`src/core/usck_pkg.sv`:
```
// Purpose: constants and types for the serial clock generator and frame formatter
// Assumes: AXI4-Lite register access with 32-bit data, byte offsets below
// Notes: offsets are byte addresses
// Behaviour
// - Baud down-counter runs on clk, reloads at zero and on divisor low write.
// - One baud tick per counter zero, rate clk/(divisor+1).
// - Transmitter divides baud ticks by 2, 8 or 16 by mode.
// - Receiver uses baud ticks directly with 16 or 8 phase states async; sync samples on clock edges.
// - Bit rate is clk/16(d+1), clk/8(d+1) or clk/2(d+1).
// - Divisor is twelve bits from a four-bit high part and a low byte.
// - Double speed halves async divide and samples to 8; ignored in sync.
// - Slave transfer clock is synchronised then edge-detected before use.
// - Transfer clock pin is output as master, input as slave.
// - Input sampled on the clock edge opposite to output change.
// - Polarity zero: change on rise, sample on fall; one: reversed.
// - Accept 5 to 9 data bits, none/even/odd parity, 1 or 2 stops.
// - Start, data LSB first, parity, stops; next frame may follow directly.
// - Start bit low, stop bits high, idle line high.
// - Char size, parity mode and stop select fields set the format.
// - Receiver ignores second stop; frame error only if first stop low.
// - Receiver and transmitter share one format setting.
// - Even parity is XOR of data bits, odd is its inverse.
// - Parity inserted only when parity enable bit is one.
// - In sync mode clock direction picks master or slave clock.
package usck_pkg;

  localparam int unsigned CLK_HZ = 20000000;

  localparam logic [7:0] OFF_DIV_LO = 8'h00;
  localparam logic [7:0] OFF_DIV_HI = 8'h04;
  localparam logic [7:0] OFF_CTRL_A = 8'h08;
  localparam logic [7:0] OFF_CTRL_B = 8'h0c;
  localparam logic [7:0] OFF_CTRL_C = 8'h10;
  localparam logic [7:0] OFF_DATA = 8'h14;

  localparam int CA_DBL = 1;
  localparam int CA_PE = 2;
  localparam int CA_FE = 4;
  localparam int CA_EMPTY = 5;
  localparam int CA_TXC = 6;
  localparam int CA_RXC = 7;

  localparam int CB_TXEN = 0;
  localparam int CB_RXEN = 1;
  localparam int CB_XDIR = 2;
  localparam int CB_TX9 = 3;

  localparam logic [11:0] DIV_RST = 12'h000;
  localparam logic [7:0] FMT_RST = 8'h03;
  localparam logic [3:0] CTRLB_RST = 4'h0;

  localparam logic [3:0] PRE_NORM = 4'hf;
  localparam logic [3:0] PRE_DBL = 4'h7;
  localparam logic [2:0] CSZ_NINE = 3'h7;

  localparam logic [1:0] RESP_OKAY = 2'h0;
  localparam logic [1:0] RESP_SLVERR = 2'h2;

  typedef struct packed {
    logic cpol;
    logic sync;
    logic [1:0] parity;
    logic stop2;
    logic [2:0] csz;
  } usck_fmt_s;

  typedef enum logic [2:0] {
    TX_IDLE = 3'b000,
    TX_START = 3'b001,
    TX_DATA = 3'b010,
    TX_PAR = 3'b011,
    TX_STOP1 = 3'b100,
    TX_STOP2 = 3'b101
  } usck_tx_e;

  typedef enum logic [2:0] {
    RX_IDLE = 3'b000,
    RX_START = 3'b001,
    RX_DATA = 3'b010,
    RX_PAR = 3'b011,
    RX_STOP = 3'b100
  } usck_rx_e;

endpackage : usck_pkg

```
`src/core/usck_clock_frame.sv`:
```
// Purpose: baud generator, transfer clock handling and serial frame engine
// Assumes: remote keeps its transfer clock under a quarter of clk
// Notes: all pins pass two flip-flops before any logic reads them
//
// The implementer's own choices: the AXI4-Lite register port and the register offsets.
`timescale 1ns/1ps
module usck_clock_frame
  import usck_pkg::*;
(
  // Clock and reset
  input wire logic clk,
  input wire logic sys_rst,
  // AXI4-Lite write channels
  input wire logic [7:0] s_axi_awaddr,
  input wire logic s_axi_awvalid,
  output logic s_axi_awready,
  input wire logic [31:0] s_axi_wdata,
  input wire logic [3:0] s_axi_wstrb,
  input wire logic s_axi_wvalid,
  output logic s_axi_wready,
  output logic [1:0] s_axi_bresp,
  output logic s_axi_bvalid,
  input wire logic s_axi_bready,
  // AXI4-Lite read channels
  input wire logic [7:0] s_axi_araddr,
  input wire logic s_axi_arvalid,
  output logic s_axi_arready,
  output logic [31:0] s_axi_rdata,
  output logic [1:0] s_axi_rresp,
  output logic s_axi_rvalid,
  input wire logic s_axi_rready,
  // Serial data pins
  input wire logic serialInPin,
  output logic serialOutPin,
  output logic serialOutEn,
  // Transfer clock pin
  input wire logic xferClkIn,
  output logic xferClkOut,
  output logic xferClkOe
);

  function automatic logic [3:0] charBits(input logic [2:0] csz);
    logic [3:0] n;
    n = 4'h8;
    case (csz)
      3'h0: n = 4'h5;
      3'h1: n = 4'h6;
      3'h2: n = 4'h7;
      3'h3: n = 4'h8;
      CSZ_NINE: n = 4'h9;
      default: n = 4'h8;
    endcase
    return n;
  endfunction : charBits

  function automatic logic parityOf(input logic [8:0] d, input logic [3:0] n,
                                    input logic odd);
    logic p;
    p = odd;
    for (int i = 0; i < 9; i++) begin
      if (4'(i) < n) begin
        p = p ^ d[i];
      end
    end
    return p;
  endfunction : parityOf

  // Bus state
  logic awHeld_r;
  logic wHeld_r;
  logic [7:0] awAddr_r;
  logic [31:0] wData_r;
  logic [3:0] wStrb_r;
  logic bValid_r;
  logic [1:0] bResp_r;
  logic rValid_r;
  logic [31:0] rData_r;
  logic [1:0] rResp_r;

  // Software registers
  logic [7:0] divLo_r;
  logic [3:0] divHi_r;
  logic dblSpeed_r;
  logic [3:0] ctrlB_r;
  usck_fmt_s fmt_r;
  logic [8:0] txBuf_r;
  logic txBufFull_r;
  logic txDone_r;
  logic [8:0] rxData_r;
  logic rxDone_r;
  logic frameErr_r;
  logic parErr_r;

  // Clocking
  logic [11:0] baudCnt_r;
  logic [3:0] txPre_r;
  logic [3:0] rxPhase_r;
  logic xckOut_r;
  logic xckS1_r;
  logic xckS2_r;
  logic xckS3_r;
  logic rxS1_r;
  logic rxS2_r;

  // Frame engines
  usck_tx_e txState_r;
  logic [3:0] txIdx_r;
  logic [8:0] txSh_r;
  logic txLine_r;
  usck_rx_e rxState_r;
  logic [3:0] rxIdx_r;
  logic [8:0] rxSh_r;

  logic wrEn;
  logic wrOk;
  logic wrDivLo;
  logic wrDivHi;
  logic wrCtrlA;
  logic wrCtrlB;
  logic wrCtrlC;
  logic wrData;
  logic rdTake;
  logic rdDataHit;
  logic [31:0] rdVal;
  logic rdOk;
  logic [11:0] divisor;
  logic baudTick;
  logic [3:0] preTop;
  logic syncMode;
  logic master;
  logic txEn;
  logic rxEn;
  logic riseEv;
  logic fallEv;
  logic changeEv;
  logic sampleEv;
  logic txBitTick;
  logic rxSampleTick;
  logic [3:0] nBits;
  logic parEn;
  logic lastStop;
  logic txLoad;
  logic txDoneSet;
  logic rxFrameDone;

  // AXI4-Lite slave: address and data taken in either order
  assign s_axi_awready = ~awHeld_r & ~bValid_r;
  assign s_axi_wready = ~wHeld_r & ~bValid_r;
  assign s_axi_bvalid = bValid_r;
  assign s_axi_bresp = bResp_r;
  assign s_axi_arready = ~rValid_r;
  assign s_axi_rvalid = rValid_r;
  assign s_axi_rdata = rData_r;
  assign s_axi_rresp = rResp_r;

  assign wrEn = awHeld_r & wHeld_r & ~bValid_r;
  assign wrOk = wrEn & wStrb_r[0];
  assign wrDivLo = wrOk & (awAddr_r == OFF_DIV_LO);
  assign wrDivHi = wrOk & (awAddr_r == OFF_DIV_HI);
  assign wrCtrlA = wrOk & (awAddr_r == OFF_CTRL_A);
  assign wrCtrlB = wrOk & (awAddr_r == OFF_CTRL_B);
  assign wrCtrlC = wrOk & (awAddr_r == OFF_CTRL_C);
  assign wrData = wrOk & (awAddr_r == OFF_DATA);
  assign rdTake = s_axi_arvalid & ~rValid_r;
  assign rdDataHit = rdTake & (s_axi_araddr == OFF_DATA);

  always_ff @(posedge clk or posedge sys_rst) begin
    if (sys_rst) begin
      awHeld_r <= 1'b0;
      awAddr_r <= 8'h00;
    end else if (s_axi_awvalid && s_axi_awready) begin
      awHeld_r <= 1'b1;
      awAddr_r <= s_axi_awaddr;
    end else if (wrEn) begin
      awHeld_r <= 1'b0;
    end
  end

  always_ff @(posedge clk or posedge sys_rst) begin
    if (sys_rst) begin
      wHeld_r <= 1'b0;
      wData_r <= 32'h0000_0000;
      wStrb_r <= 4'h0;
    end else if (s_axi_wvalid && s_axi_wready) begin
      wHeld_r <= 1'b1;
      wData_r <= s_axi_wdata;
      wStrb_r <= s_axi_wstrb;
    end else if (wrEn) begin
      wHeld_r <= 1'b0;
    end
  end

  always_ff @(posedge clk or posedge sys_rst) begin
    if (sys_rst) begin
      bValid_r <= 1'b0;
      bResp_r <= RESP_OKAY;
    end else if (wrEn) begin
      bValid_r <= 1'b1;
      bResp_r <= (awAddr_r > OFF_DATA || awAddr_r[1:0] != 2'h0) ? RESP_SLVERR : RESP_OKAY;
    end else if (s_axi_bready) begin
      bValid_r <= 1'b0;
    end
  end

  always_comb begin
    rdVal = 32'h0000_0000;
    rdOk = 1'b1;
    case (s_axi_araddr)
      OFF_DIV_LO: rdVal[7:0] = divLo_r;
      OFF_DIV_HI: rdVal[3:0] = divHi_r;
      OFF_CTRL_A: begin
        rdVal[CA_DBL] = dblSpeed_r;
        rdVal[CA_PE] = parErr_r;
        rdVal[CA_FE] = frameErr_r;
        rdVal[CA_EMPTY] = ~txBufFull_r;
        rdVal[CA_TXC] = txDone_r;
        rdVal[CA_RXC] = rxDone_r;
      end
      OFF_CTRL_B: rdVal[3:0] = ctrlB_r;
      OFF_CTRL_C: rdVal[7:0] = fmt_r;
      OFF_DATA: rdVal[8:0] = rxData_r;
      default: rdOk = 1'b0;
    endcase
  end

  always_ff @(posedge clk or posedge sys_rst) begin
    if (sys_rst) begin
      rValid_r <= 1'b0;
      rData_r <= 32'h0000_0000;
      rResp_r <= RESP_OKAY;
    end else if (rdTake) begin
      rValid_r <= 1'b1;
      rData_r <= rdVal;
      rResp_r <= rdOk ? RESP_OKAY : RESP_SLVERR;
    end else if (s_axi_rready) begin
      rValid_r <= 1'b0;
    end
  end

  // Configuration registers; one format set serves both directions
  always_ff @(posedge clk or posedge sys_rst) begin
    if (sys_rst) begin
      divLo_r <= DIV_RST[7:0];
      divHi_r <= DIV_RST[11:8];
      dblSpeed_r <= 1'b0;
      ctrlB_r <= CTRLB_RST;
      fmt_r <= FMT_RST;
    end else begin
      if (wrDivLo) divLo_r <= wData_r[7:0];
      if (wrDivHi) divHi_r <= wData_r[3:0];
      if (wrCtrlA) dblSpeed_r <= wData_r[CA_DBL];
      if (wrCtrlB) ctrlB_r <= wData_r[3:0];
      if (wrCtrlC) fmt_r <= wData_r[7:0];
    end
  end

  assign divisor = {divHi_r, divLo_r};
  assign syncMode = fmt_r.sync;
  assign master = syncMode & ctrlB_r[CB_XDIR];
  assign txEn = ctrlB_r[CB_TXEN];
  assign rxEn = ctrlB_r[CB_RXEN];
  assign nBits = charBits(fmt_r.csz);
  assign parEn = fmt_r.parity[1];

  // Baud generator
  always_ff @(posedge clk or posedge sys_rst) begin
    if (sys_rst) begin
      baudCnt_r <= DIV_RST;
    end else if (wrDivLo) begin
      baudCnt_r <= {divHi_r, wData_r[7:0]};
    end else if (baudCnt_r == 12'h000) begin
      baudCnt_r <= divisor;
    end else begin
      baudCnt_r <= baudCnt_r - 12'h001;
    end
  end

  assign baudTick = (baudCnt_r == 12'h000);
  assign preTop = (dblSpeed_r && !syncMode) ? PRE_DBL : PRE_NORM;

  // Master clock toggles per baud tick, giving the divide by two
  always_ff @(posedge clk or posedge sys_rst) begin
    if (sys_rst) begin
      xckOut_r <= 1'b0;
    end else if (!master) begin
      xckOut_r <= 1'b0;
    end else if (baudTick) begin
      xckOut_r <= ~xckOut_r;
    end
  end

  // Slave clock and serial input synchronisers
  always_ff @(posedge clk or posedge sys_rst) begin
    if (sys_rst) begin
      xckS1_r <= 1'b0;
      xckS2_r <= 1'b0;
      xckS3_r <= 1'b0;
      rxS1_r <= 1'b1;
      rxS2_r <= 1'b1;
    end else begin
      xckS1_r <= xferClkIn;
      xckS2_r <= xckS1_r;
      xckS3_r <= xckS2_r;
      rxS1_r <= serialInPin;
      rxS2_r <= rxS1_r;
    end
  end

  always_comb begin
    if (master) begin
      riseEv = baudTick & ~xckOut_r;
      fallEv = baudTick & xckOut_r;
    end else begin
      riseEv = syncMode & xckS2_r & ~xckS3_r;
      fallEv = syncMode & ~xckS2_r & xckS3_r;
    end
  end

  assign changeEv = fmt_r.cpol ? fallEv : riseEv;
  assign sampleEv = fmt_r.cpol ? riseEv : fallEv;
  // Gated so the pin is low in the very cycle master mode is left
  assign xferClkOut = xckOut_r & master;
  assign xferClkOe = master;

  // Transmit prescaler, 16 or 8 baud ticks per bit in async modes
  always_ff @(posedge clk or posedge sys_rst) begin
    if (sys_rst) begin
      txPre_r <= 4'h0;
    end else if (baudTick) begin
      txPre_r <= (txPre_r >= preTop) ? 4'h0 : txPre_r + 4'h1;
    end
  end

  assign txBitTick = syncMode ? changeEv : (baudTick & (txPre_r >= preTop));
  assign lastStop = (txState_r == TX_STOP2) || (txState_r == TX_STOP1 && !fmt_r.stop2);
  assign txLoad = txEn & txBitTick & txBufFull_r & (lastStop || txState_r == TX_IDLE);
  assign txDoneSet = txEn & txBitTick & ~txBufFull_r & lastStop;

  // Transmit frame engine
  always_ff @(posedge clk or posedge sys_rst) begin
    if (sys_rst) begin
      txState_r <= TX_IDLE;
      txIdx_r <= 4'h0;
      txSh_r <= 9'h000;
      txLine_r <= 1'b1;
    end else if (!txEn) begin
      txState_r <= TX_IDLE;
      txLine_r <= 1'b1;
    end else if (txLoad) begin
      txSh_r <= txBuf_r;
      txLine_r <= 1'b0;
      txState_r <= TX_START;
    end else if (txBitTick) begin
      case (txState_r)
        TX_IDLE: txLine_r <= 1'b1;
        TX_START: begin
          txLine_r <= txSh_r[0];
          txIdx_r <= 4'h1;
          txState_r <= TX_DATA;
        end
        TX_DATA: begin
          if (txIdx_r >= nBits) begin
            txLine_r <= parEn ? parityOf(txSh_r, nBits, fmt_r.parity[0]) : 1'b1;
            txState_r <= parEn ? TX_PAR : TX_STOP1;
          end else begin
            txLine_r <= txSh_r[txIdx_r];
            txIdx_r <= txIdx_r + 4'h1;
          end
        end
        TX_PAR: begin
          txLine_r <= 1'b1;
          txState_r <= TX_STOP1;
        end
        TX_STOP1: begin
          txLine_r <= 1'b1;
          txState_r <= fmt_r.stop2 ? TX_STOP2 : TX_IDLE;
        end
        TX_STOP2: begin
          txLine_r <= 1'b1;
          txState_r <= TX_IDLE;
        end
        default: txState_r <= TX_IDLE;
      endcase
    end
  end

  assign serialOutPin = txLine_r;
  assign serialOutEn = txEn;

  // Transmit buffer and completion flag; setting beats clearing
  always_ff @(posedge clk or posedge sys_rst) begin
    if (sys_rst) begin
      txBuf_r <= 9'h000;
      txBufFull_r <= 1'b0;
    end else begin
      if (txLoad) txBufFull_r <= 1'b0;
      if (wrData) begin
        txBuf_r <= {ctrlB_r[CB_TX9], wData_r[7:0]};
        txBufFull_r <= 1'b1;
      end
    end
  end

  always_ff @(posedge clk or posedge sys_rst) begin
    if (sys_rst) begin
      txDone_r <= 1'b0;
    end else if (txDoneSet) begin
      txDone_r <= 1'b1;
    end else if (wrCtrlA && wData_r[CA_TXC]) begin
      txDone_r <= 1'b0;
    end
  end

  // Receive phase counter: 16 or 8 states per bit async, one edge per bit sync
  always_ff @(posedge clk or posedge sys_rst) begin
    if (sys_rst) begin
      rxPhase_r <= 4'h0;
    end else if (rxState_r == RX_IDLE) begin
      rxPhase_r <= 4'h0;
    end else if (baudTick) begin
      rxPhase_r <= (rxPhase_r >= preTop) ? 4'h0 : rxPhase_r + 4'h1;
    end
  end

  assign rxSampleTick = syncMode ? sampleEv
                                 : (baudTick & (rxPhase_r == (preTop >> 1)));
  assign rxFrameDone = rxEn & rxSampleTick & (rxState_r == RX_STOP);

  // Receive frame engine
  always_ff @(posedge clk or posedge sys_rst) begin
    if (sys_rst) begin
      rxState_r <= RX_IDLE;
      rxIdx_r <= 4'h0;
      rxSh_r <= 9'h000;
    end else if (!rxEn) begin
      rxState_r <= RX_IDLE;
    end else begin
      case (rxState_r)
        RX_IDLE: begin
          rxIdx_r <= 4'h0;
          rxSh_r <= 9'h000;
          if (syncMode && sampleEv && !rxS2_r) begin
            rxState_r <= RX_DATA;
          end else if (!syncMode && baudTick && !rxS2_r) begin
            rxState_r <= RX_START;
          end
        end
        RX_START: begin
          if (rxSampleTick) begin
            rxState_r <= rxS2_r ? RX_IDLE : RX_DATA;
          end
        end
        RX_DATA: begin
          if (rxSampleTick) begin
            rxSh_r[rxIdx_r] <= rxS2_r;
            rxIdx_r <= rxIdx_r + 4'h1;
            if (rxIdx_r + 4'h1 >= nBits) begin
              rxState_r <= parEn ? RX_PAR : RX_STOP;
            end
          end
        end
        RX_PAR: begin
          if (rxSampleTick) rxState_r <= RX_STOP;
        end
        RX_STOP: begin
          if (rxSampleTick) rxState_r <= RX_IDLE;
        end
        default: rxState_r <= RX_IDLE;
      endcase
    end
  end

  // Receive results; a new frame wins over a read in the same cycle
  always_ff @(posedge clk or posedge sys_rst) begin
    if (sys_rst) begin
      rxData_r <= 9'h000;
      rxDone_r <= 1'b0;
      frameErr_r <= 1'b0;
    end else if (rxFrameDone) begin
      rxData_r <= rxSh_r;
      rxDone_r <= 1'b1;
      frameErr_r <= ~rxS2_r;
    end else if (rdDataHit) begin
      rxDone_r <= 1'b0;
    end
  end

  always_ff @(posedge clk or posedge sys_rst) begin
    if (sys_rst) begin
      parErr_r <= 1'b0;
    end else if (rxEn && rxSampleTick && rxState_r == RX_PAR) begin
      parErr_r <= rxS2_r ^ parityOf(rxSh_r, nBits, fmt_r.parity[0]);
    end else if (rxEn && rxSampleTick && rxState_r == RX_START) begin
      parErr_r <= 1'b0;
    end
  end

endmodule : usck_clock_frame

```
`config.mk`:
```
export PLATFORM = sky130hd
export DESIGN_NAME = usck_clock_frame
export DESIGN_NICKNAME = d
export VERILOG_FILES = /design/src/core/usck_pkg.sv /design/src/core/usck_clock_frame.sv
export SDC_FILE = /design/constraint.sdc
export NUM_CORES = 1
export LEC_CHECK = 0
export BUFFER_PORTS_ARGS = -buffer_cell sky130_fd_sc_hd__buf_2
export CAP_MARGIN = 5
export CORE_ASPECT_RATIO = 0.9
export CORE_MARGIN = 5
export CORE_UTILIZATION = 35
export CTS_CLUSTER_SIZE = 14
export DETAILED_ROUTE_END_ITERATION = 7
export PLACE_DENSITY_LB_ADDON = 0.3
export SLEW_MARGIN = 15
export SYNTH_ARGS = -nofsm -noshare
export SYNTH_HDL_FRONTEND = slang
export SYNTH_SLANG_ARGS = --single-unit
export TNS_END_PERCENT = 10
```
`constraint.sdc`:
```
create_clock -name clk -period 7.2 [get_ports clk]
set_clock_uncertainty 0.1 [all_clocks]
set_input_delay 0.72 -clock clk [delete_from_list [all_inputs] [get_ports clk]]
set_output_delay 0.72 -clock clk [all_outputs]
set_load 0.05 [all_outputs]
```
==> metrics <==
R2R Setup Slk=3.91 ns; fin crit share=45.7%; overall routing resource usage=15.0%; post-route ant nets=0; Iter 0 DRT Violations=330; commonest cells in the netlist=dfrtp_1 (134), nand2_1 (86), mux2_2 (70), o21ai_0 (68), nor2_1 (35); r2r endpoint=txIdx_r[0]$_DFFE_PP0P_; mux share of post-synthesis cell area=13.0%; final setup vio count=0; Die Span Y=148 um; compound-gate portion of the synthesized area=13.4%; Synth Register Bits=139; Hold Startpoint=xckS1_r$_DFF_PP0_; unrepaired setup endpoints after global routing=false; Reg-to-Reg Start=baudCnt_r[0]$_DFF_PP0_; Tmin final=3.29 ns; worst vdd ir=0.175 mV; Min-Delay Endpoint=xckS2_r$_DFF_PP0_; count of final max-slew check failures=0; most common cell in the netlist=dfrtp_1; Initial Utilization=35.6%; Setup crit end kind=flip-flop; MaxCap Viol Count=0; Clock Tree Root=clkbuf_16; total power=2.42 mW; Max Freq=0.304 GHz; Synth top area share=45.3%; Fin. Hold Viols=0; multi-input logic area=3650 um^2; CP required=7.41 ns; final setup TNS=0 ns; Area growth, synth to finish=14.1%; relative slew slack=28.6%; post-DP HPWL=12400 um; Core Footprint=20800 um^2; row cnt=50; antenna cell count=0; EDFF count, synth=0; clk slew on worst S/H paths=0.07 ns; total wire length=17600 um; CTS max path bufs=2; syn_area_per_cell=10.3 um^2; largest net degree at the start of global routing=81; status=complete, no violations; Simple-Gate Fraction of Synth Area=15.3%; port bufs=53; num ports=106; Vias/cell=5.07; routed len/inst=16.5 um; Critical Path AT=3.50 ns; leading area contributor after synthesis=dfrtp_1; CP Launch Type=flip-flop; Synth async-reset ratio=100%; H-tree levels=4; number of global-route vias before repair=5158; CTS tree=done; clk sink count=139; first drt pass iteration count=4; critical path peak fanout=6; hold path depth=0; R2R depth=8; hold crit path type=reg2reg; Pwr per Cell Area=286 nW/um^2; Post-CTS Setup Inserts=0; Mapped Area=7410 um^2; die area=24200 um^2; nets=845; post-synthesis sequential area ratio=47.0%; clk_lat worst skew=0.43 ns; FF+latch area=3480 um^2; Final GP Congestion=0.798; # resized after CTS=0; CTS Hold Bufs=0; Worst Setup SP=baudCnt_r[0]$_DFF_PP0_; Area contributors post-synth=dfrtp_1 (45%), mux2_2 (11%), o21ai_0 (4.6%); cells after synthesis=719; CP Class=reg2reg; initial antenna violation count=0; post-synthesis xor/xnor area fraction=3.07%; FILL cells=2038; prevailing post-synth register cell=dfrtp_1; first-pass GRT wire length=28700 um; adder-cell area share of the yosys netlist=3.04%; unique cell type count in the Yosys netlist=68; total CTS buffers=17; largest family of logic cells by synthesized area=simple AND/OR/NAND/NOR gates; Lkg Pwr=3.85 nW; Die X=163 um; Core Util, Final=40.6%; Warnings, synthesis=0; Vias=5402; layout cells sized above 1=23.2%; GRT Residual Overflow=0; Worst Tran Pin Value=1.07 ns; Post-route DRC=0
==> registers in the layout, summed over array words and instances (netlist names), 3 cells and up <==
| signal | count |
|---|---|
| wData_r | 8 |
| txState_r | 3 |
| rxIdx_r | 4 |
| txBuf_r | 9 |
| rxPhase_r | 4 |
| s_axi_rdata | 9 |
| txSh_r | 9 |
| rxSh_r | 9 |
| awAddr_r | 8 |
| baudCnt_r | 12 |
| divHi_r | 4 |
| divLo_r | 8 |
| txPre_r | 4 |
| fmt_r | 7 |
| rxData_r | 9 |
| txIdx_r | 4 |
| ctrlB_r | 4 |
| rxState_r | 3 |
==> metrics by stage <==
step	setup slack [ns]	area [um^2]	hold WS, ns	instances
after global placement	3.74	7870	0.234	1033
after CTS	3.69	8450	0.252	1065
final	3.91	8450	0.249	1065
after global routing	3.66	8450	0.261	1065
after detailed placement	3.70	7870	0.237	1033
after floorplan	2.66	7500	0.231	743
==> metal layers <==
metal	track usage, %	vias to the layer above	routed length, um
met4	3.86	0	180
met3	3.51	16	911
met1	21.6	2649	8510
met5	0	-	0
met2	22.9	100	8010
li1	-	2637	-
==> layout by cell type, fill, tap and decap left out, types with 4 or more instances in the layout <==
| cell type | instances |
|---|---|
| dfrtp_1 | 134 |
| nand2_1 | 86 |
| mux2_2 | 70 |
| o21ai_0 | 68 |
| buf_2 | 53 |
| nor2_1 | 35 |
| a21oi_1 | 27 |
| conb_1 | 25 |
| inv_1 | 21 |
| ha_1 | 18 |
| clkbuf_16 | 17 |
| nand3_1 | 16 |
| xnor2_1 | 15 |
| nor3_1 | 12 |
| xor2_1 | 11 |
| nor2b_1 | 10 |
| a22oi_1 | 9 |
| inv_6 | 9 |
| nand2b_1 | 8 |
| a31oi_1 | 7 |
| mux2i_1 | 7 |
| and2_1 | 6 |
| a21o_1 | 6 |
| nand4_1 | 5 |
| o31ai_1 | 5 |
| dfstp_2 | 5 |
| nor4bb_1 | 4 |
| nand3b_1 | 4 |
| nor3b_1 | 4 |
| mux4_2 | 4 |
| or3_1 | 4 |
| a211oi_1 | 4 |
| or4_1 | 4 |
| nand4b_1 | 4 |
| buf_4 | 4 |
==> critical path, cell delays in order (launching register included) <==
cell and delay (ns):
dfrtp_1 0.42, inv_1 0.07, ha_1 0.23, nor4b_4 0.41
nand4_1 0.22, a32oi_1 0.62, nor2_1 0.22, or4_4 0.56
mux2_1 0.33
==> cell type report <==
cell class | instances | share of cell area, %
Multi-Input combinational cell | 529 | 43.2
Sequential cell | 139 | 41.2
Clock buffer | 17 | 5.03
Tap cell | 286 | 4.23
Timing Repair Buffer | 57 | 3.49
Clock inverter | 15 | 1.79
Inverter | 22 | 1.04
==> power breakdown <==
part | internal [mW] | leakage, nW | switching, mW | total (mW)
clock | 0.487 | 0.275 | 0.379 | 0.866
combinational | 0.191 | 1.74 | 0.260 | 0.451
sequential | 0.910 | 1.83 | 0.190 | 1.10
==> kinds of logic (layout without fill, tap and decap cells) <==
kind of cell / count (synthesis) / count (layout)
xor gates and xnor gates: 26 / 26
muxes: 82 / 82
other: 1 / 25
AOI/OAI and AO/OA: 160 / 160
and+or+nand+nor: 218 / 218
DFF: 139 / 139
buffers and inverters: 75 / 111
adders and majority gates: 18 / 18
==> worst max-delay path by stage <==
stage,to,slack (ns),cells after the start
global route,rxData_r[6]$_DFFE_PP0P_,3.66,7
CTS,rxData_r[6]$_DFFE_PP0P_,3.69,7
floorplan,awAddr_r[0]$_DFFE_PP0P_,2.66,1
global placement,rxData_r[3]$_DFFE_PP0P_,3.74,7
finish,txIdx_r[0]$_DFFE_PP0P_,3.91,8
detailed placement,rxData_r[6]$_DFFE_PP0P_,3.70,7
Power figures use the tool's default switching activity.
